===== src/btd_defs.svh =====
// Constants for the bus-cycle termination and address-decode block.
// Assumes includers use these names for field slicing and timing only.
//
// Contract
// - Async ack used only after internal synchronizer.
// - Read data captured when synchronized ack asserts.
// - Write data driven until synchronized ack edge.
// - Async ack ignored for DRAM accesses.
// - Sync ack ignored for own DRAM accesses.
// - External-master region ack from waits and auto-ack.
// - External-master DRAM access gets driven sync ack.
// - Error ack aborts cycle, beats both acks.
// - Error ack recognized one clock after async ack.
// - Error ack ignored during DRAM accesses.
// - Double bus fault halts until reset.
// - Outputs on rising edge; row/column strobes falling.
// - Inputs synchronous except level, reset-in, async ack.
// - Driven sync ack negated one cycle before release.
// - Decode order: selects 0-7, DRAM 0-1, default.
// - Default region asserts no select or DRAM strobes.
// - Port size, auto-ack, waits from matched region; DRAM waits from DRAM timing control.
// - Transfer start lasts one clock per cycle.
`ifndef BTD_DEFS_SVH
`define BTD_DEFS_SVH

// ----------------------------------------------------------------
// Region control word layout
// ----------------------------------------------------------------
`define BTD_CTL_VALID  0
`define BTD_CTL_AUTO   1
`define BTD_CTL_EXT_MASTER_AUTO_ACK   2
`define BTD_CTL_PS_LO  3
`define BTD_CTL_PS_HI  4
`define BTD_CTL_WS_LO  5
`define BTD_CTL_WS_HI  8
`define BTD_CTL_W      9

// ----------------------------------------------------------------
// Address compare window and timing
// ----------------------------------------------------------------
`define BTD_MATCH_LO   12
`define BTD_MATCH_W    16
`define BTD_WAIT_W     4
`define BTD_SYNC_RST   1'b1

`endif


===== src/btd_pkg.sv =====
// Types shared by the termination and decode block.
// Assumes btd_defs.svh is compiled alongside.
`include "btd_defs.svh"

package btd_pkg;

  typedef enum logic [1:0] {
    BTD_CS,
    BTD_DRAM,
    BTD_DEF
  } btd_kind_t;

  typedef enum {
    S_IDLE,
    S_ACC,
    S_EXT,
    S_EXT_ACK,
    S_EXT_NEG,
    S_HALT
  } btd_state_t;

  typedef struct packed {
    btd_kind_t               kind;
    logic [2:0]              idx;
    logic [1:0]              ps;
    logic                    aa;
    logic                    ext_master_auto_ack;
    logic [`BTD_WAIT_W-1:0]  ws;
  } btd_dec_t;

endpackage


===== src/btd_term_decode.sv =====
// Bus-cycle termination and address decode for the external bus.
// Assumes one bus clock; region settings are held static by software.
`timescale 1ns/10ps
`include "btd_defs.svh"

module btd_term_decode
  import btd_pkg::*;
#(
  parameter int ADDR_W = 28,
  parameter int DATA_W = 32,
  parameter int N_CS   = 8,
  parameter int N_DRAM = 2
) (
  input  wire logic                        clk_i,
  input  wire logic                        rst_n_i,
  // Core side
  input  wire logic                        cyc_req_i,
  input  wire logic [ADDR_W-1:0]           cyc_addr_i,
  input  wire logic                        cyc_write_i,
  input  wire logic [DATA_W-1:0]           cyc_wdata_i,
  input  wire logic                        fault_active_i,
  output logic                             cyc_busy_o,
  output logic                             cyc_done_o,
  output logic                             cyc_error_o,
  output logic [DATA_W-1:0]                cyc_rdata_o,
  output logic [1:0]                       port_size_o,
  output logic                             halted_o,
  // External bus
  input  wire logic                        ext_master_i,
  input  wire logic                        transfer_start_n_i,
  input  wire logic [ADDR_W-1:0]           bus_addr_i,
  input  wire logic                        async_xfer_ack_n_i,
  input  wire logic                        sync_xfer_ack_n_i,
  output logic                             sync_xfer_ack_n_o,
  output logic                             sync_xfer_ack_oe_o,
  input  wire logic                        xfer_error_ack_n_i,
  input  wire logic [DATA_W-1:0]           data_i,
  output logic [DATA_W-1:0]                data_o,
  output logic                             data_oe_o,
  output logic [N_CS-1:0]                  region_sel_n_o,
  output logic [N_DRAM-1:0]                row_strobe_n_o,
  output logic [3:0]                       col_strobe_n_o,
  // Asynchronous level inputs
  input  wire logic [2:0]                  irq_priority_level_n_i,
  input  wire logic                        reset_in_n_i,
  output logic [2:0]                       irq_level_sync_n_o,
  output logic                             reset_in_sync_n_o,
  // Region settings
  input  wire logic [N_CS*`BTD_MATCH_W-1:0]   region_select_base_i,
  input  wire logic [N_CS*`BTD_MATCH_W-1:0]   region_select_mask_i,
  input  wire logic [N_CS*`BTD_CTL_W-1:0]     region_select_ctrl_i,
  input  wire logic [N_DRAM*`BTD_MATCH_W-1:0] dram_bank_base_i,
  input  wire logic [N_DRAM*`BTD_MATCH_W-1:0] dram_bank_mask_i,
  input  wire logic [N_DRAM*`BTD_CTL_W-1:0]   dram_bank_ctrl_i,
  input  wire logic [`BTD_CTL_W-1:0]          default_region_ctrl_i,
  input  wire logic [`BTD_WAIT_W-1:0]         dram_timing_ctrl_i
);

  // ----------------------------------------------------------------
  // Elaboration checks
  // ----------------------------------------------------------------
  // The select index is three bits wide, so at most eight selects fit.
  if (N_CS < 1 || N_CS > 8) begin : g_chk_cs
    $error("N_CS must lie in 1..8");
  end
  if (N_DRAM < 1 || N_DRAM > 8) begin : g_chk_dram
    $error("N_DRAM must lie in 1..8");
  end
  if (ADDR_W < `BTD_MATCH_LO + `BTD_MATCH_W) begin : g_chk_addr
    $error("ADDR_W too narrow for the compare window");
  end

  // ----------------------------------------------------------------
  // Decode
  // ----------------------------------------------------------------
  function automatic btd_dec_t fill(input btd_kind_t k, input logic [2:0] i,
                                    input logic [`BTD_CTL_W-1:0] c);
    btd_dec_t d;
    d.kind = k;
    d.idx  = i;
    d.ps   = c[`BTD_CTL_PS_HI:`BTD_CTL_PS_LO];
    d.aa   = c[`BTD_CTL_AUTO];
    d.ext_master_auto_ack = c[`BTD_CTL_EXT_MASTER_AUTO_ACK];
    d.ws   = c[`BTD_CTL_WS_HI:`BTD_CTL_WS_LO];
    return d;
  endfunction

  // Lowest index wins; walking downward lets earlier entries overwrite.
  function automatic btd_dec_t decode(input logic [ADDR_W-1:0] a);
    logic [`BTD_MATCH_W-1:0] f;
    btd_dec_t                d;
    f = a[`BTD_MATCH_LO +: `BTD_MATCH_W];
    d = fill(BTD_DEF, 3'h0, default_region_ctrl_i);
    for (int j = N_DRAM - 1; j >= 0; j--) begin
      if (dram_bank_ctrl_i[j*`BTD_CTL_W + `BTD_CTL_VALID] &&
          ((f ^ dram_bank_base_i[j*`BTD_MATCH_W +: `BTD_MATCH_W]) &
           ~dram_bank_mask_i[j*`BTD_MATCH_W +: `BTD_MATCH_W]) == '0) begin
        d = fill(BTD_DRAM, 3'(j), dram_bank_ctrl_i[j*`BTD_CTL_W +: `BTD_CTL_W]);
      end
    end
    for (int j = N_CS - 1; j >= 0; j--) begin
      if (region_select_ctrl_i[j*`BTD_CTL_W + `BTD_CTL_VALID] &&
          ((f ^ region_select_base_i[j*`BTD_MATCH_W +: `BTD_MATCH_W]) &
           ~region_select_mask_i[j*`BTD_MATCH_W +: `BTD_MATCH_W]) == '0) begin
        d = fill(BTD_CS, 3'(j), region_select_ctrl_i[j*`BTD_CTL_W +: `BTD_CTL_W]);
      end
    end
    return d;
  endfunction

  // The device drives the sync ack for DRAM always, otherwise on auto-ack.
  function automatic logic drives_ack(input btd_dec_t d);
    return (d.kind == BTD_DRAM) || d.ext_master_auto_ack;
  endfunction

  // ----------------------------------------------------------------
  // Synchronizers
  // ----------------------------------------------------------------
  logic       ack_s1;
  logic       ack_s2;
  logic [2:0] irq_s1;
  logic       rst_s1;

  always_ff @(posedge clk_i) begin
    if (!rst_n_i) begin
      ack_s1 <= `BTD_SYNC_RST;
      ack_s2 <= `BTD_SYNC_RST;
    end else begin
      ack_s1 <= async_xfer_ack_n_i;
      ack_s2 <= ack_s1;
    end
  end

  always_ff @(posedge clk_i) begin
    if (!rst_n_i) begin
      irq_s1             <= 3'h7;
      irq_level_sync_n_o <= 3'h7;
      rst_s1             <= `BTD_SYNC_RST;
      reset_in_sync_n_o  <= `BTD_SYNC_RST;
    end else begin
      irq_s1             <= irq_priority_level_n_i;
      irq_level_sync_n_o <= irq_s1;
      rst_s1             <= reset_in_n_i;
      reset_in_sync_n_o  <= rst_s1;
    end
  end

  // ----------------------------------------------------------------
  // Cycle state
  // ----------------------------------------------------------------
  btd_state_t             state;
  btd_state_t             next_state;
  btd_dec_t               cur;
  btd_dec_t               next_cur;
  logic                   wr;
  logic [`BTD_WAIT_W-1:0] wcnt;
  logic                   ws_done;
  logic                   dram_done;
  logic                   acc_ok;
  logic                   acc_err;
  logic                   ext_end;
  logic                   ext_start;

  assign ws_done   = (wcnt >= cur.ws);
  assign dram_done = (wcnt >= dram_timing_ctrl_i);
  // A low start strobe seen in idle while ext_master_i is high opens an external cycle; it lasts one clock.
  assign ext_start = ext_master_i && !transfer_start_n_i;

  always_comb begin
    acc_ok  = 1'b0;
    acc_err = 1'b0;
    if (state == S_ACC) begin
      if (cur.kind == BTD_DRAM) begin
        // DRAM cycles are timed here; the slave's acks and error do not count.
        acc_ok = dram_done;
      end else if (!xfer_error_ack_n_i) begin
        // Error is checked first, also in the cycle the synchronized ack lands.
        acc_err = 1'b1;
      end else begin
        // A synchronized ack left over from the previous cycle must not end this one.
        acc_ok = (!ack_s2 && wcnt >= `BTD_WAIT_W'(2)) || !sync_xfer_ack_n_i ||
                 (cur.aa && ws_done);
      end
    end
  end

  always_comb begin
    ext_end = 1'b0;
    if (state == S_EXT && !drives_ack(cur)) begin
      // Someone else terminates; follow the wire to know when it ends.
      ext_end = !sync_xfer_ack_n_i || !xfer_error_ack_n_i;
    end
  end

  always_comb begin
    next_state = state;
    next_cur   = cur;
    case (state)
      S_IDLE: begin
        if (ext_start) begin
          next_state = S_EXT;
          next_cur   = decode(bus_addr_i);
        end else if (cyc_req_i && !ext_master_i) begin
          next_state = S_ACC;
          next_cur   = decode(cyc_addr_i);
        end
      end
      S_ACC: begin
        if (acc_err && fault_active_i) begin
          next_state = S_HALT;
        end else if (acc_ok || acc_err) begin
          next_state = S_IDLE;
        end
      end
      S_EXT: begin
        if (drives_ack(cur)) begin
          if ((cur.kind == BTD_DRAM) ? dram_done : ws_done) begin
            next_state = S_EXT_ACK;
          end
        end else if (ext_end) begin
          next_state = S_IDLE;
        end
      end
      S_EXT_ACK: next_state = S_EXT_NEG;
      S_EXT_NEG: next_state = S_IDLE;
      S_HALT:    next_state = S_HALT;
      default:   next_state = S_IDLE;
    endcase
  end

  always_ff @(posedge clk_i) begin
    if (!rst_n_i) begin
      state <= S_IDLE;
      cur   <= '{kind: BTD_DEF, idx: 3'h0, ps: 2'h0, aa: 1'b0, ext_master_auto_ack: 1'b0,
                 ws: '0};
    end else begin
      state <= next_state;
      cur   <= next_cur;
    end
  end

  // Wait counter restarts on every cycle entry and saturates.
  always_ff @(posedge clk_i) begin
    if (!rst_n_i) begin
      wcnt <= '0;
    end else if (state == S_IDLE) begin
      wcnt <= '0;
    end else if (wcnt != '1) begin
      wcnt <= wcnt + `BTD_WAIT_W'(1);
    end
  end

  // ----------------------------------------------------------------
  // Core answers and data
  // ----------------------------------------------------------------
  always_ff @(posedge clk_i) begin
    if (!rst_n_i) begin
      cyc_done_o  <= 1'b0;
      cyc_error_o <= 1'b0;
      cyc_rdata_o <= '0;
      halted_o    <= 1'b0;
      port_size_o <= 2'h0;
    end else begin
      cyc_done_o  <= acc_ok;
      cyc_error_o <= acc_err;
      if (acc_ok && !wr) begin
        cyc_rdata_o <= data_i;
      end
      if (next_state == S_HALT) begin
        halted_o <= 1'b1;
      end
      port_size_o <= next_cur.ps;
    end
  end

  always_ff @(posedge clk_i) begin
    if (!rst_n_i) begin
      wr        <= 1'b0;
      data_o    <= '0;
      data_oe_o <= 1'b0;
    end else begin
      if (state == S_IDLE && next_state == S_ACC) begin
        wr     <= cyc_write_i;
        data_o <= cyc_wdata_i;
      end
      // Released at the very edge that ends the cycle, not before.
      data_oe_o <= (next_state == S_ACC) &&
                   ((state == S_IDLE) ? cyc_write_i : wr);
    end
  end

  assign cyc_busy_o = (state != S_IDLE);

  // ----------------------------------------------------------------
  // Driven sync ack for external masters
  // ----------------------------------------------------------------
  always_ff @(posedge clk_i) begin
    if (!rst_n_i) begin
      sync_xfer_ack_n_o  <= 1'b1;
      sync_xfer_ack_oe_o <= 1'b0;
    end else begin
      sync_xfer_ack_n_o  <= (next_state != S_EXT_ACK);
      // One negated cycle after the ack avoids a floating slow rise.
      sync_xfer_ack_oe_o <= (next_state == S_EXT_ACK) ||
                            (next_state == S_EXT_NEG) ||
                            (next_state == S_EXT && drives_ack(next_cur));
    end
  end

  // ----------------------------------------------------------------
  // Select and DRAM strobes
  // ----------------------------------------------------------------
  logic dram_act;

  assign dram_act = (cur.kind == BTD_DRAM) && ((state == S_ACC) || (state == S_EXT));

  always_ff @(posedge clk_i) begin
    if (!rst_n_i) begin
      region_sel_n_o <= '1;
    end else begin
      for (int i = 0; i < N_CS; i++) begin
        region_sel_n_o[i] <= !(((next_state == S_ACC) || (next_state == S_EXT)) &&
                               next_cur.kind == BTD_CS &&
                               next_cur.idx == 3'(i));
      end
    end
  end

  // Falling-edge strobes give the address half a clock of setup.
  always_ff @(negedge clk_i) begin
    if (!rst_n_i) begin
      row_strobe_n_o <= '1;
      col_strobe_n_o <= 4'hF;
    end else begin
      for (int i = 0; i < N_DRAM; i++) begin
        row_strobe_n_o[i] <= !(dram_act && cur.idx == 3'(i));
      end
      // Byte-lane steering is not done here: all column lanes move together.
      col_strobe_n_o <= (dram_act && wcnt != '0) ? 4'h0 : 4'hF;
    end
  end

endmodule // btd_term_decode


===== config.mk =====
export PLATFORM = sky130hd
export DESIGN_NAME = btd_term_decode
export DESIGN_NICKNAME = d
export VERILOG_FILES = /design/src/btd_pkg.sv /design/src/btd_term_decode.sv
export VERILOG_INCLUDE_DIRS = /design/src
export SDC_FILE = /design/constraint.sdc
export NUM_CORES = 1
export LEC_CHECK = 0
export BUFFER_PORTS_ARGS = -buffer_cell sky130_fd_sc_hd__clkbuf_2
export CAP_MARGIN = 40
export CORE_AREA = 5 5 249 251
export DETAILED_ROUTE_END_ITERATION = 8
export DIE_AREA = 0 0 254 256
export HOLD_SLACK_MARGIN = 0.12
export SLEW_MARGIN = 20
export SYNTH_ARGS = -nofsm -noshare
export SYNTH_HDL_FRONTEND = slang
export SYNTH_SLANG_ARGS = --single-unit

===== constraint.sdc =====
create_clock -name clk_i -period 3.3 [get_ports clk_i]
set_input_delay 0.66 -clock clk_i [delete_from_list [all_inputs] [get_ports clk_i]]
set_output_delay 0.66 -clock clk_i [all_outputs]
set_load 0.005 [all_outputs]

==> impl_metrics.yaml, run 1 <==
critical_path:
  crit_arrival_ns: 2.58
  cp_max_fo: 4
  start_kind: "flop"
  cpPeakStageDelay_ns: 0.36
  slowest_stage: "dfxtp_4"
  reg2reg_to: "col_strobe_n_o[2]$_SDFF_NN1_"
  required_ns: 2.64
  path_cells: "clkbuf_2"
  r2r_cells: 6
  cp.buffers_inverters: 1
  cp_top_family: "flip-flops"
  r2r_setup_slack_ns: 0.07
  critical_path.reg2reg.startpoint: "state[20]$_SDFF_PN0_"
  cp-end-kind: "output pin"
  path_class: "flop to output pin"
finish:
  final_cells: 3139
  nets: 2897
  design_area_mm2: 0.0185
  syn_to_final_growth_pct: 58.0
  drive_gt1_frac: 0.413
place:
  dp_cells: 3089
  dp_hpwl_mm: 66.4
  gp_congestion: 1.02
  portBuffers: 622
  placed_area_mm2: 0.0177
route:
  wl_per_cell_um: 23.9
  postRouteAntennaNets: 0
  drcViolationCount: 0
  drtPass1Iterations: 5
  vias_per_cell: 4.75
  vias: 14897
  drtIter0Drc: 1354
  drt_wl_total_mm: 74.9
global_routing:
  met1_usage: 0.299
  grt-ovfl-total: 0
  grtUsageTotal: 0.218
  grt_start_max_net_pins: 49
  grt_pass1_vias: 14754
  met3_usage: 0.0911
  grt_pass1_wl_mm: 103
  grt_util_met2: 0.320
  antenna_found_initial: 28
  busiest_layer: "met2"
synth:
  synth_common_cells: "xnor2_1 (319), dfxtp_1 (141), o22ai_1 (141), nor2_1 (140), nand2_1 (115)"
  ys.flop_type: "dfxtp_1"
  synth_edf_count: 0
  netlist_instances: 1489
  synth_top_area_share: 0.241
  syn_area_mm2: 0.0117
  synth_cell_types: 77
  async_reset_ff_frac: 0
  yosysSeqAreaShare: 0.241
  syn_area_per_cell_um2: 7.85
  synth_seq_cells: 141
  yosys-top-cells-area: "dfxtp_1 (24%), xnor2_1 (24%), o22ai_1 (7.5%)"
  synth_most_common_cell: "xnor2_1"
  synth_top_cell_by_area: "dfxtp_1"
  yosys_warnings: 0
sta:
  finalSetupViolCount: 0
  relSlewSlack: 0.563
  min_period_ns: 3.24
  max_freq_mhz: 309
  grt_setup_unrepaired: "true"
  tightest_slew_ns: 0.651
  tns_ns: 0
  slew_viol_final: 0
  hold_ws_ns: 0.403
  fin_crit_sh: 0.981
  hold_viol_final: 0
  fin_worst_skew_ns: 0.0419
die:
  start_util: 0.196
  io_pins: 648
  die-area_mm2: 0.0650
  num_rows: 90
  core_area_mm2: 0.0597
  die_w_um: 254
  die_h_um: 256
clock_tree:
  cts-root-to-sink-buffers: 2
  clkSinkCount: 141
  cts_tree: "yes"
  clockRootBuffer: "clkbuf_16"
  cts_hold_buffers: 0
  cts_buffers: 17
  clock_latency_ns: 0.44
  htreeDepth: 4
  cts.clk_slew.worst_paths_ns: 0.07
worst_hold_path:
  worstHoldStart: "irq_s1[1]$_SDFF_PN1_"
  hold_depth: 1
  min_to: "irq_level_sync_n_o[1]$_SDFF_PN1_"
  hold_class: "flop to flop"
outcome:
  status: "finished clean"
pwr:
  p_leak_nw: 8.04
  finalPower_mw: 5.51
  power_density_mw_per_mm2: 299
  ir_drop_mv: 0.287
job:
  cap_viol_max_count: 0
-- cell type report --
| type | instances | area (um^2) |
|---|---|---|
| repair buffers | 876 | 5340 |
| multi-input cells | 1263 | 8540 |
| clock buffers | 21 | 504 |
| well taps | 782 | 978 |
| diodes | 15 | 37.5 |
| clock inverters | 14 | 128 |
| fillers | 6570 | 41200 |
| flip-flops and latches | 141 | 2830 |
| inverters | 27 | 101 |
-- how the worst max path moves through the flow --
stage | startpoint | endpoint | slack, ns | cells past startpoint
detailed placement | cyc_addr_i[15] | region_sel_n_o[1]$_SDFF_PN1_ | -0.48 | 13
CTS | state[3]$_SDFF_PN0_ | col_strobe_n_o[2]$_SDFF_NN1_ | 0.02 | 6
floorplan | state[3]$_SDFF_PN0_ | row_strobe_n_o[0]$_SDFF_NN1_ | 0.05 | 6
global placement | cyc_addr_i[15] | region_sel_n_o[1]$_SDFF_PN1_ | -0.44 | 13
global route | state[23]$_SDFF_PN0_ | row_strobe_n_o[1]$_SDFF_NN1_ | -0.02 | 6
finish | col_strobe_n_o[2]$_SDFF_NN1_ | col_strobe_n_o[2] | 0.06 | 1
-- power by group --
group | switching (mW) | total (mW) | internal [mW] | leakage (nW)
combinational | 0.915 | 1.78 | 0.862 | 6.57
clock | 0.795 | 1.99 | 1.20 | 0.324
sequential | 0.0138 | 1.74 | 1.73 | 1.15
total | 1.72 | 5.51 | 3.79 | 8.04
-- registers in the layout, indices dropped and copies added (netlist names), 2 cells and up --
register            flops
data_o                 32
cyc_rdata_o            32
row_strobe_n_o          2
cur                    11
state                  32
port_size_o             2
irq_level_sync_n_o      3
irq_s1                  3
region_sel_n_o          8
wcnt                    4
-- logic make-up (layout without fill, tap and decap cells) --
group,Yosys count,in the layout,synth area share
compound gates,374,374,0.202
xor+xnor,322,322,0.243
fa+ha+maj,11,11,0.0118
buf+inv,113,938,0.0476
flops,141,141,0.241
mux,72,72,0.0632
other cells,1,44,0.000321
simple gates,455,455,0.191
-- metal layers --
layer / part of all wire / wire [um]
met5: 0.0023 / 172
met4: 0.021 / 1580
met1: 0.44 / 32700
met2: 0.42 / 31500
met3: 0.12 / 9020
-- through the flow --
stage,setup slack [ns],util
floorplan,0.0520,-
global placement,-0.438,0.296
detailed placement,-0.477,0.296
CTS,0.0157,0.307
global route,-0.0201,0.309
finish,0.0636,0.309
-- placed cells by master (no fill, tap or decap), types with 22 or more instances in the layout --
cell	count
a21oi_1	64
buf_12	25
buf_4	229
clkbuf_2	613
conb_1	29
dfxtp_1	139
inv_1	27
mux2i_1	58
nand2_1	115
nand2b_1	22
nand3_1	31
nor2_1	140
nor3_1	32
o21ai_0	65
o22ai_1	141
xnor2_1	319
-- timing repair --
action	4_1_cts	5_1_grt
resized for setup	3	32
setup endpoints to repair	8	19
pin swaps	0	10
setup buffers	0	1
(Power assumes the default switching activity.)
==> inputs of run 2 (changes only) <==
--- a/config.mk
+++ b/config.mk
@@ -12,6 +12,7 @@
 export DETAILED_ROUTE_END_ITERATION = 8
 export DIE_AREA = 0 0 254 256
 export HOLD_SLACK_MARGIN = 0.12
+export RECOVER_POWER = 100
 export SLEW_MARGIN = 20
 export SYNTH_ARGS = -nofsm -noshare
 export SYNTH_HDL_FRONTEND = slang
==> impl_metrics.yaml, run 2 (synthesis gave the netlist of run 1 again) <==
finish:
  final_cells: 3138
  syn_to_final_growth_pct: 57.1
  design_area_mm2: 0.0184
  drive_gt1_frac: 0.383
  final_util: 0.308
  multi_input_area_mm2: 0.00854
  seqCellArea_mm2: 0.00283
  top_regs: "cyc_rdata_o x32, data_o x32, state x32"
  nets: 2897
  num-fill-cells: 6605
  final_cell_mix: "clkbuf_2 (542), xnor2_1 (319), buf_4 (227), o22ai_1 (141), nor2_1 (140)"
  final_common_cell: "clkbuf_2"
sta:
  finalSetupViolCount: 0
  hold_ws_ns: 0.403
  fin_crit_sh: 0.982
  fin_worst_skew_ns: 0.0374
  tightest_slew_ns: 1.27
  grt_setup_unrepaired: "true"
  hold_viol_final: 0
  relSlewSlack: 0.155
  setup_ws_ns: 0.0603
  min_period_ns: 3.24
  tns_ns: 0
  max_freq_mhz: 310
  slew_viol_final: 0
die:
  io_pins: 648
  core_area_mm2: 0.0597
  die_h_um: 256
  die-area_mm2: 0.0650
  die_w_um: 254
  start_util: 0.196
  num_rows: 90
worst_hold_path:
  worstHoldStart: "irq_s1[1]$_SDFF_PN1_"
  hold_depth: 1
  hold_class: "flop to flop"
  min_to: "irq_level_sync_n_o[1]$_SDFF_PN1_"
route:
  drtIter0Drc: 1405
  drtPass1Iterations: 5
  drt_wl_total_mm: 75.0
  vias: 14854
  vias_per_cell: 4.73
  postRouteAntennaNets: 0
  drcViolationCount: 0
  wl_per_cell_um: 23.9
job:
  cap_viol_max_count: 0
critical_path:
  slowest_stage: "dfxtp_4"
  cp_max_fo: 4
  start_kind: "flop"
  r2r_cells: 6
  required_ns: 2.64
  cp-end-kind: "output pin"
  path_class: "flop to output pin"
  crit_arrival_ns: 2.58
  path_cells: "clkbuf_2"
  r2r_setup_slack_ns: 0.07
  critical_path.reg2reg.startpoint: "state[20]$_SDFF_PN0_"
  cp_top_family: "flip-flops"
  cp.buffers_inverters: 1
  reg2reg_to: "col_strobe_n_o[2]$_SDFF_NN1_"
  cpPeakStageDelay_ns: 0.37
clock_tree:
  clock_latency_ns: 0.44
  cts_buffers: 17
  clkSinkCount: 141
  htreeDepth: 4
  clockRootBuffer: "clkbuf_16"
  cts_tree: "yes"
  cts-root-to-sink-buffers: 2
  cts.clk_slew.worst_paths_ns: 0.07
global_routing:
  grt_pass1_vias: 14754
  grt-ovfl-total: 0
  grt_pass1_wl_mm: 103
  grtUsageTotal: 0.218
  grt_start_max_net_pins: 49
  antenna_found_initial: 28
place:
  dp_slack_ns: -0.477
  placed_area_mm2: 0.0177
  portBuffers: 622
  dp_hpwl_mm: 66.4
  gp_congestion: 1.02
  dp_cells: 3089
outcome:
  status: "finished clean"
pwr:
  p_leak_nw: 7.81
  finalPower_mw: 5.52
  power_density_mw_per_mm2: 300
  ir_drop_mv: 0.289
-- run 2: cell types whose count changed in the layout (fill, tap and decap cells not counted) --
| cell | change |
|---|---|
| clkbuf_2 | -71 |
| diode_2 | -1 |
| buf_2 | +1 |
| buf_4 | -2 |
| clkbuf_1 | +72 |
-- run 2: layout make-up --
| type | instances | share of cell area |
|---|---|---|
| multi-input combinational | 1263 | 0.465 |
| antenna | 14 | 0.00191 |
| inverter | 27 | 0.00552 |
| sequential | 141 | 0.154 |
| tap | 782 | 0.0533 |
| clock buffer | 21 | 0.0275 |
| clock inverter | 14 | 0.00695 |
| timing repair buffer | 876 | 0.286 |
-- run 2: per-layer routing --
metal / vias up / global-route usage / part of all wire
met2: 731 / 0.320 / 0.42
li1: 6997 / - / -
met5: - / 0 / 0.0022
met4: 28 / 0.0446 / 0.023
met3: 131 / 0.0911 / 0.12
met1: 6967 / 0.299 / 0.44
-- run 2: worst max path at each step --
| stage | to | slack [ns] | startpoint | cells past startpoint |
|---|---|---|---|---|
| 6_report | col_strobe_n_o[0] | 0.06 | col_strobe_n_o[2]$_SDFF_NN1_ | 1 |
| 5_1_grt | row_strobe_n_o[1]$_SDFF_NN1_ | -0.02 | state[23]$_SDFF_PN0_ | 6 |
| 4_1_cts | col_strobe_n_o[2]$_SDFF_NN1_ | 0.02 | state[3]$_SDFF_PN0_ | 6 |
| 3_5_place_dp | region_sel_n_o[1]$_SDFF_PN1_ | -0.48 | cyc_addr_i[15] | 13 |
| 3_3_place_gp | region_sel_n_o[1]$_SDFF_PN1_ | -0.44 | cyc_addr_i[15] | 13 |
| 2_1_floorplan | row_strobe_n_o[0]$_SDFF_NN1_ | 0.05 | state[3]$_SDFF_PN0_ | 6 |
-- run 2: timing repair --
item	4_1_cts	5_1_grt
pin swaps	0	10
endpoints found under the setup margin	8	19
setup buffers	0	1
gates resized for setup	3	32
hold buffers	0	0
-- run 2: power breakdown --
part	switching, mW	internal (mW)
Sequential	0.0140	1.73
Combinational	0.916	0.860
Clock	0.798	1.20
==> inputs of run 3 (changes only) <==
--- a/config.mk
+++ b/config.mk
@@ -11,6 +11,7 @@
 export CORE_AREA = 5 5 249 251
 export DETAILED_ROUTE_END_ITERATION = 8
 export DIE_AREA = 0 0 254 256
+export GPL_TIMING_DRIVEN = 0
 export HOLD_SLACK_MARGIN = 0.12
 export RECOVER_POWER = 100
 export SLEW_MARGIN = 20
==> constraint.sdc (replaced) <==
create_clock -name clk_i -period 3.2 [get_ports clk_i]
set_input_delay 0.64 -clock clk_i [delete_from_list [all_inputs] [get_ports clk_i]]
set_output_delay 0.64 -clock clk_i [all_outputs]
set_load 0.005 [all_outputs]
==> impl_metrics.yaml, run 3 (synthesis gave the netlist of run 1 again) <==
finish:
  syn_to_final_growth_pct: 44.8
  design_area_mm2: 0.0169
  final_util: 0.284
  top_regs: "cyc_rdata_o x32, data_o x32, state x32"
  final_cells: 2970
  final_common_cell: "clkbuf_2"
  num-fill-cells: 6670
  nets: 2722
  final_cell_mix: "clkbuf_2 (520), xnor2_1 (319), o22ai_1 (141), nor2_1 (140), dfxtp_1 (139)"
  drive_gt1_frac: 0.327
critical_path:
  cp-end-kind: "output pin"
  r2r_cells: 6
  r2r_setup_slack_ns: -0.02
  startpoint: "col_strobe_n_o[2]$_SDFF_NN1_"
  path_cells: "buf_4 > buf_6"
  cpPeakStageDelay_ns: 0.35
  start_kind: "flop"
  crit_arrival_ns: 2.63
  reg2reg_to: "col_strobe_n_o[2]$_SDFF_NN1_"
  cp_max_fo: 4
  critical_path.reg2reg.startpoint: "state[15]$_SDFF_PN0_"
  required_ns: 2.56
  slowest_stage: "dfxtp_4"
  critPathCapture: "col_strobe_n_o[3]"
  path_class: "flop to output pin"
pwr:
  switching_share: 0.331
  pwr-share-clk: 0.368
  power_density_mw_per_mm2: 321
  p_leak_nw: 6.77
  internal_power_mw: 3.64
  power_switching_mw: 1.80
  ir_drop_mv: 0.464
  combPwrFrac: 0.302
  pwr-share-seq: 0.331
global_routing:
  grt_pass1_vias: 14355
  grt_pass1_wl_mm: 101
  grt_start_max_net_pins: 17
  grtUsageTotal: 0.213
  antenna_found_initial: 31
  grt-ovfl-total: 0
route:
  postRouteAntennaNets: 0
  drtPass1Iterations: 6
  vias_per_cell: 4.90
  drcViolationCount: 0
  wl_per_cell_um: 25.0
  drtIter0Drc: 1547
  vias: 14562
  drt_wl_total_mm: 74.1
clock_tree:
  cts-root-to-sink-buffers: 2
  cts_buffers: 17
  cts_tree: "yes"
  clkSinkCount: 141
  clock_latency_ns: 0.45
  htreeDepth: 4
  clockRootBuffer: "clkbuf_16"
  cts.clk_slew.worst_paths_ns: 0.07
outcome:
  status: "finished, violations left"
  violations: "setup timing"
place:
  placed_area_mm2: 0.0157
  portBuffers: 589
  dp_cells: 2892
  dp_slack_ns: -1.14
  gp_congestion: 0.975
  dp_hpwl_mm: 63.1
die:
  die_w_um: 254
  io_pins: 648
  core_area_mm2: 0.0597
  start_util: 0.196
  die_h_um: 256
  num_rows: 90
  die-area_mm2: 0.0650
worst_hold_path:
  hold_class: "flop to flop"
job:
  cap_viol_max_count: 0
sta:
  slew_viol_final: 0
  fin_worst_skew_ns: 0.0422
  hold_viol_final: 0
  setup_ws_ns: -0.0681
  tightest_slew_ns: 0.789
  relSlewSlack: 0.466
  hold_ws_ns: 0.402
  finalSetupViolCount: 6
  grt_setup_unrepaired: "true"
[run 3: cell count changes in the layout (fill, tap and decap cells not counted), sizes merged]
cell,before,now
inv,36,41
clkinv,4,3
clkbuf,637,648
buf,260,70
diode,14,21
[run 3: metal layers]
| metal | part of all wire | global-route usage |
|---|---|---|
| met3 | 0.13 | 0.0986 |
| met1 | 0.42 | 0.284 |
| met4 | 0.031 | 0.0585 |
| met5 | 0.0031 | 0 |
| met2 | 0.42 | 0.310 |
[run 3: worst max-delay path, delay by kind of cell (launching register included)]
family | cells | cell delay, ns
flops | 1 | 0.35
buf+inv | 2 | 0.23
[run 3: worst min path at each step]
stage | endpoint | startpoint | cells past startpoint | slack, ns
6_report | irq_level_sync_n_o[1]$_SDFF_PN1_ | irq_s1[1]$_SDFF_PN1_ | 1 | 0.40
5_1_grt | irq_s1[1]$_SDFF_PN1_ | irq_priority_level_n_i[1] | 2 | 0.39
4_1_cts | irq_s1[1]$_SDFF_PN1_ | irq_priority_level_n_i[1] | 2 | 0.39
3_5_place_dp | irq_level_sync_n_o[1]$_SDFF_PN1_ | irq_s1[1]$_SDFF_PN1_ | 1 | 0.39
3_3_place_gp | irq_level_sync_n_o[0]$_SDFF_PN1_ | irq_s1[0]$_SDFF_PN1_ | 1 | 0.39
2_1_floorplan | ack_s2$_SDFF_PN1_ | ack_s1$_SDFF_PN1_ | 1 | 0.39
[run 3: final cells by class]
class                   count  area (um^2)  area share
repair buffers            617         3060       0.181
flip-flops and latches    141         2830       0.167
multi-input cells        1263         8700       0.514
clock inverters            18          179      0.0106
clock buffers              17          425      0.0251
inverters                  27          101     0.00599
well taps                 782          978      0.0578
diodes                     21         52.6     0.00310
plain buffers              84          594      0.0351
[run 3: per-stage QoR]
| stage | total power [mW] | setup TNS [ns] |
|---|---|---|
| 2_1_floorplan | 2.63 | 0 |
| 4_1_cts | 5.40 | -0.325 |
| 6_report | 5.44 | -0.236 |
| 3_3_place_gp | 3.37 | -17.96 |
| 5_1_grt | 5.67 | -1.08 |
| 3_5_place_dp | 3.36 | -17.23 |
[run 3: power groups by stage]
| stage | Combinational (mW) | Clock [mW] | Sequential, mW |
|---|---|---|---|
| floorplan | 0.794 | 0.00780 | 1.83 |
| global placement | 1.52 | 0.00780 | 1.84 |
| detailed placement | 1.52 | 0.00780 | 1.84 |
| CTS | 1.57 | 2.03 | 1.80 |
| global route | 1.73 | 2.14 | 1.80 |
| finish | 1.64 | 2.00 | 1.80 |
[run 3: what timing repair did]
action | in CTS | in global routing
resized for setup | 59 | 57
setup endpoints to repair | 26 | 62
endpoints found under the hold margin | 0 | 0
pin swaps | 14 | 18
buffers inserted | 17 | 7
gates cloned | 0 | 0
hold buffers | 0 | 0
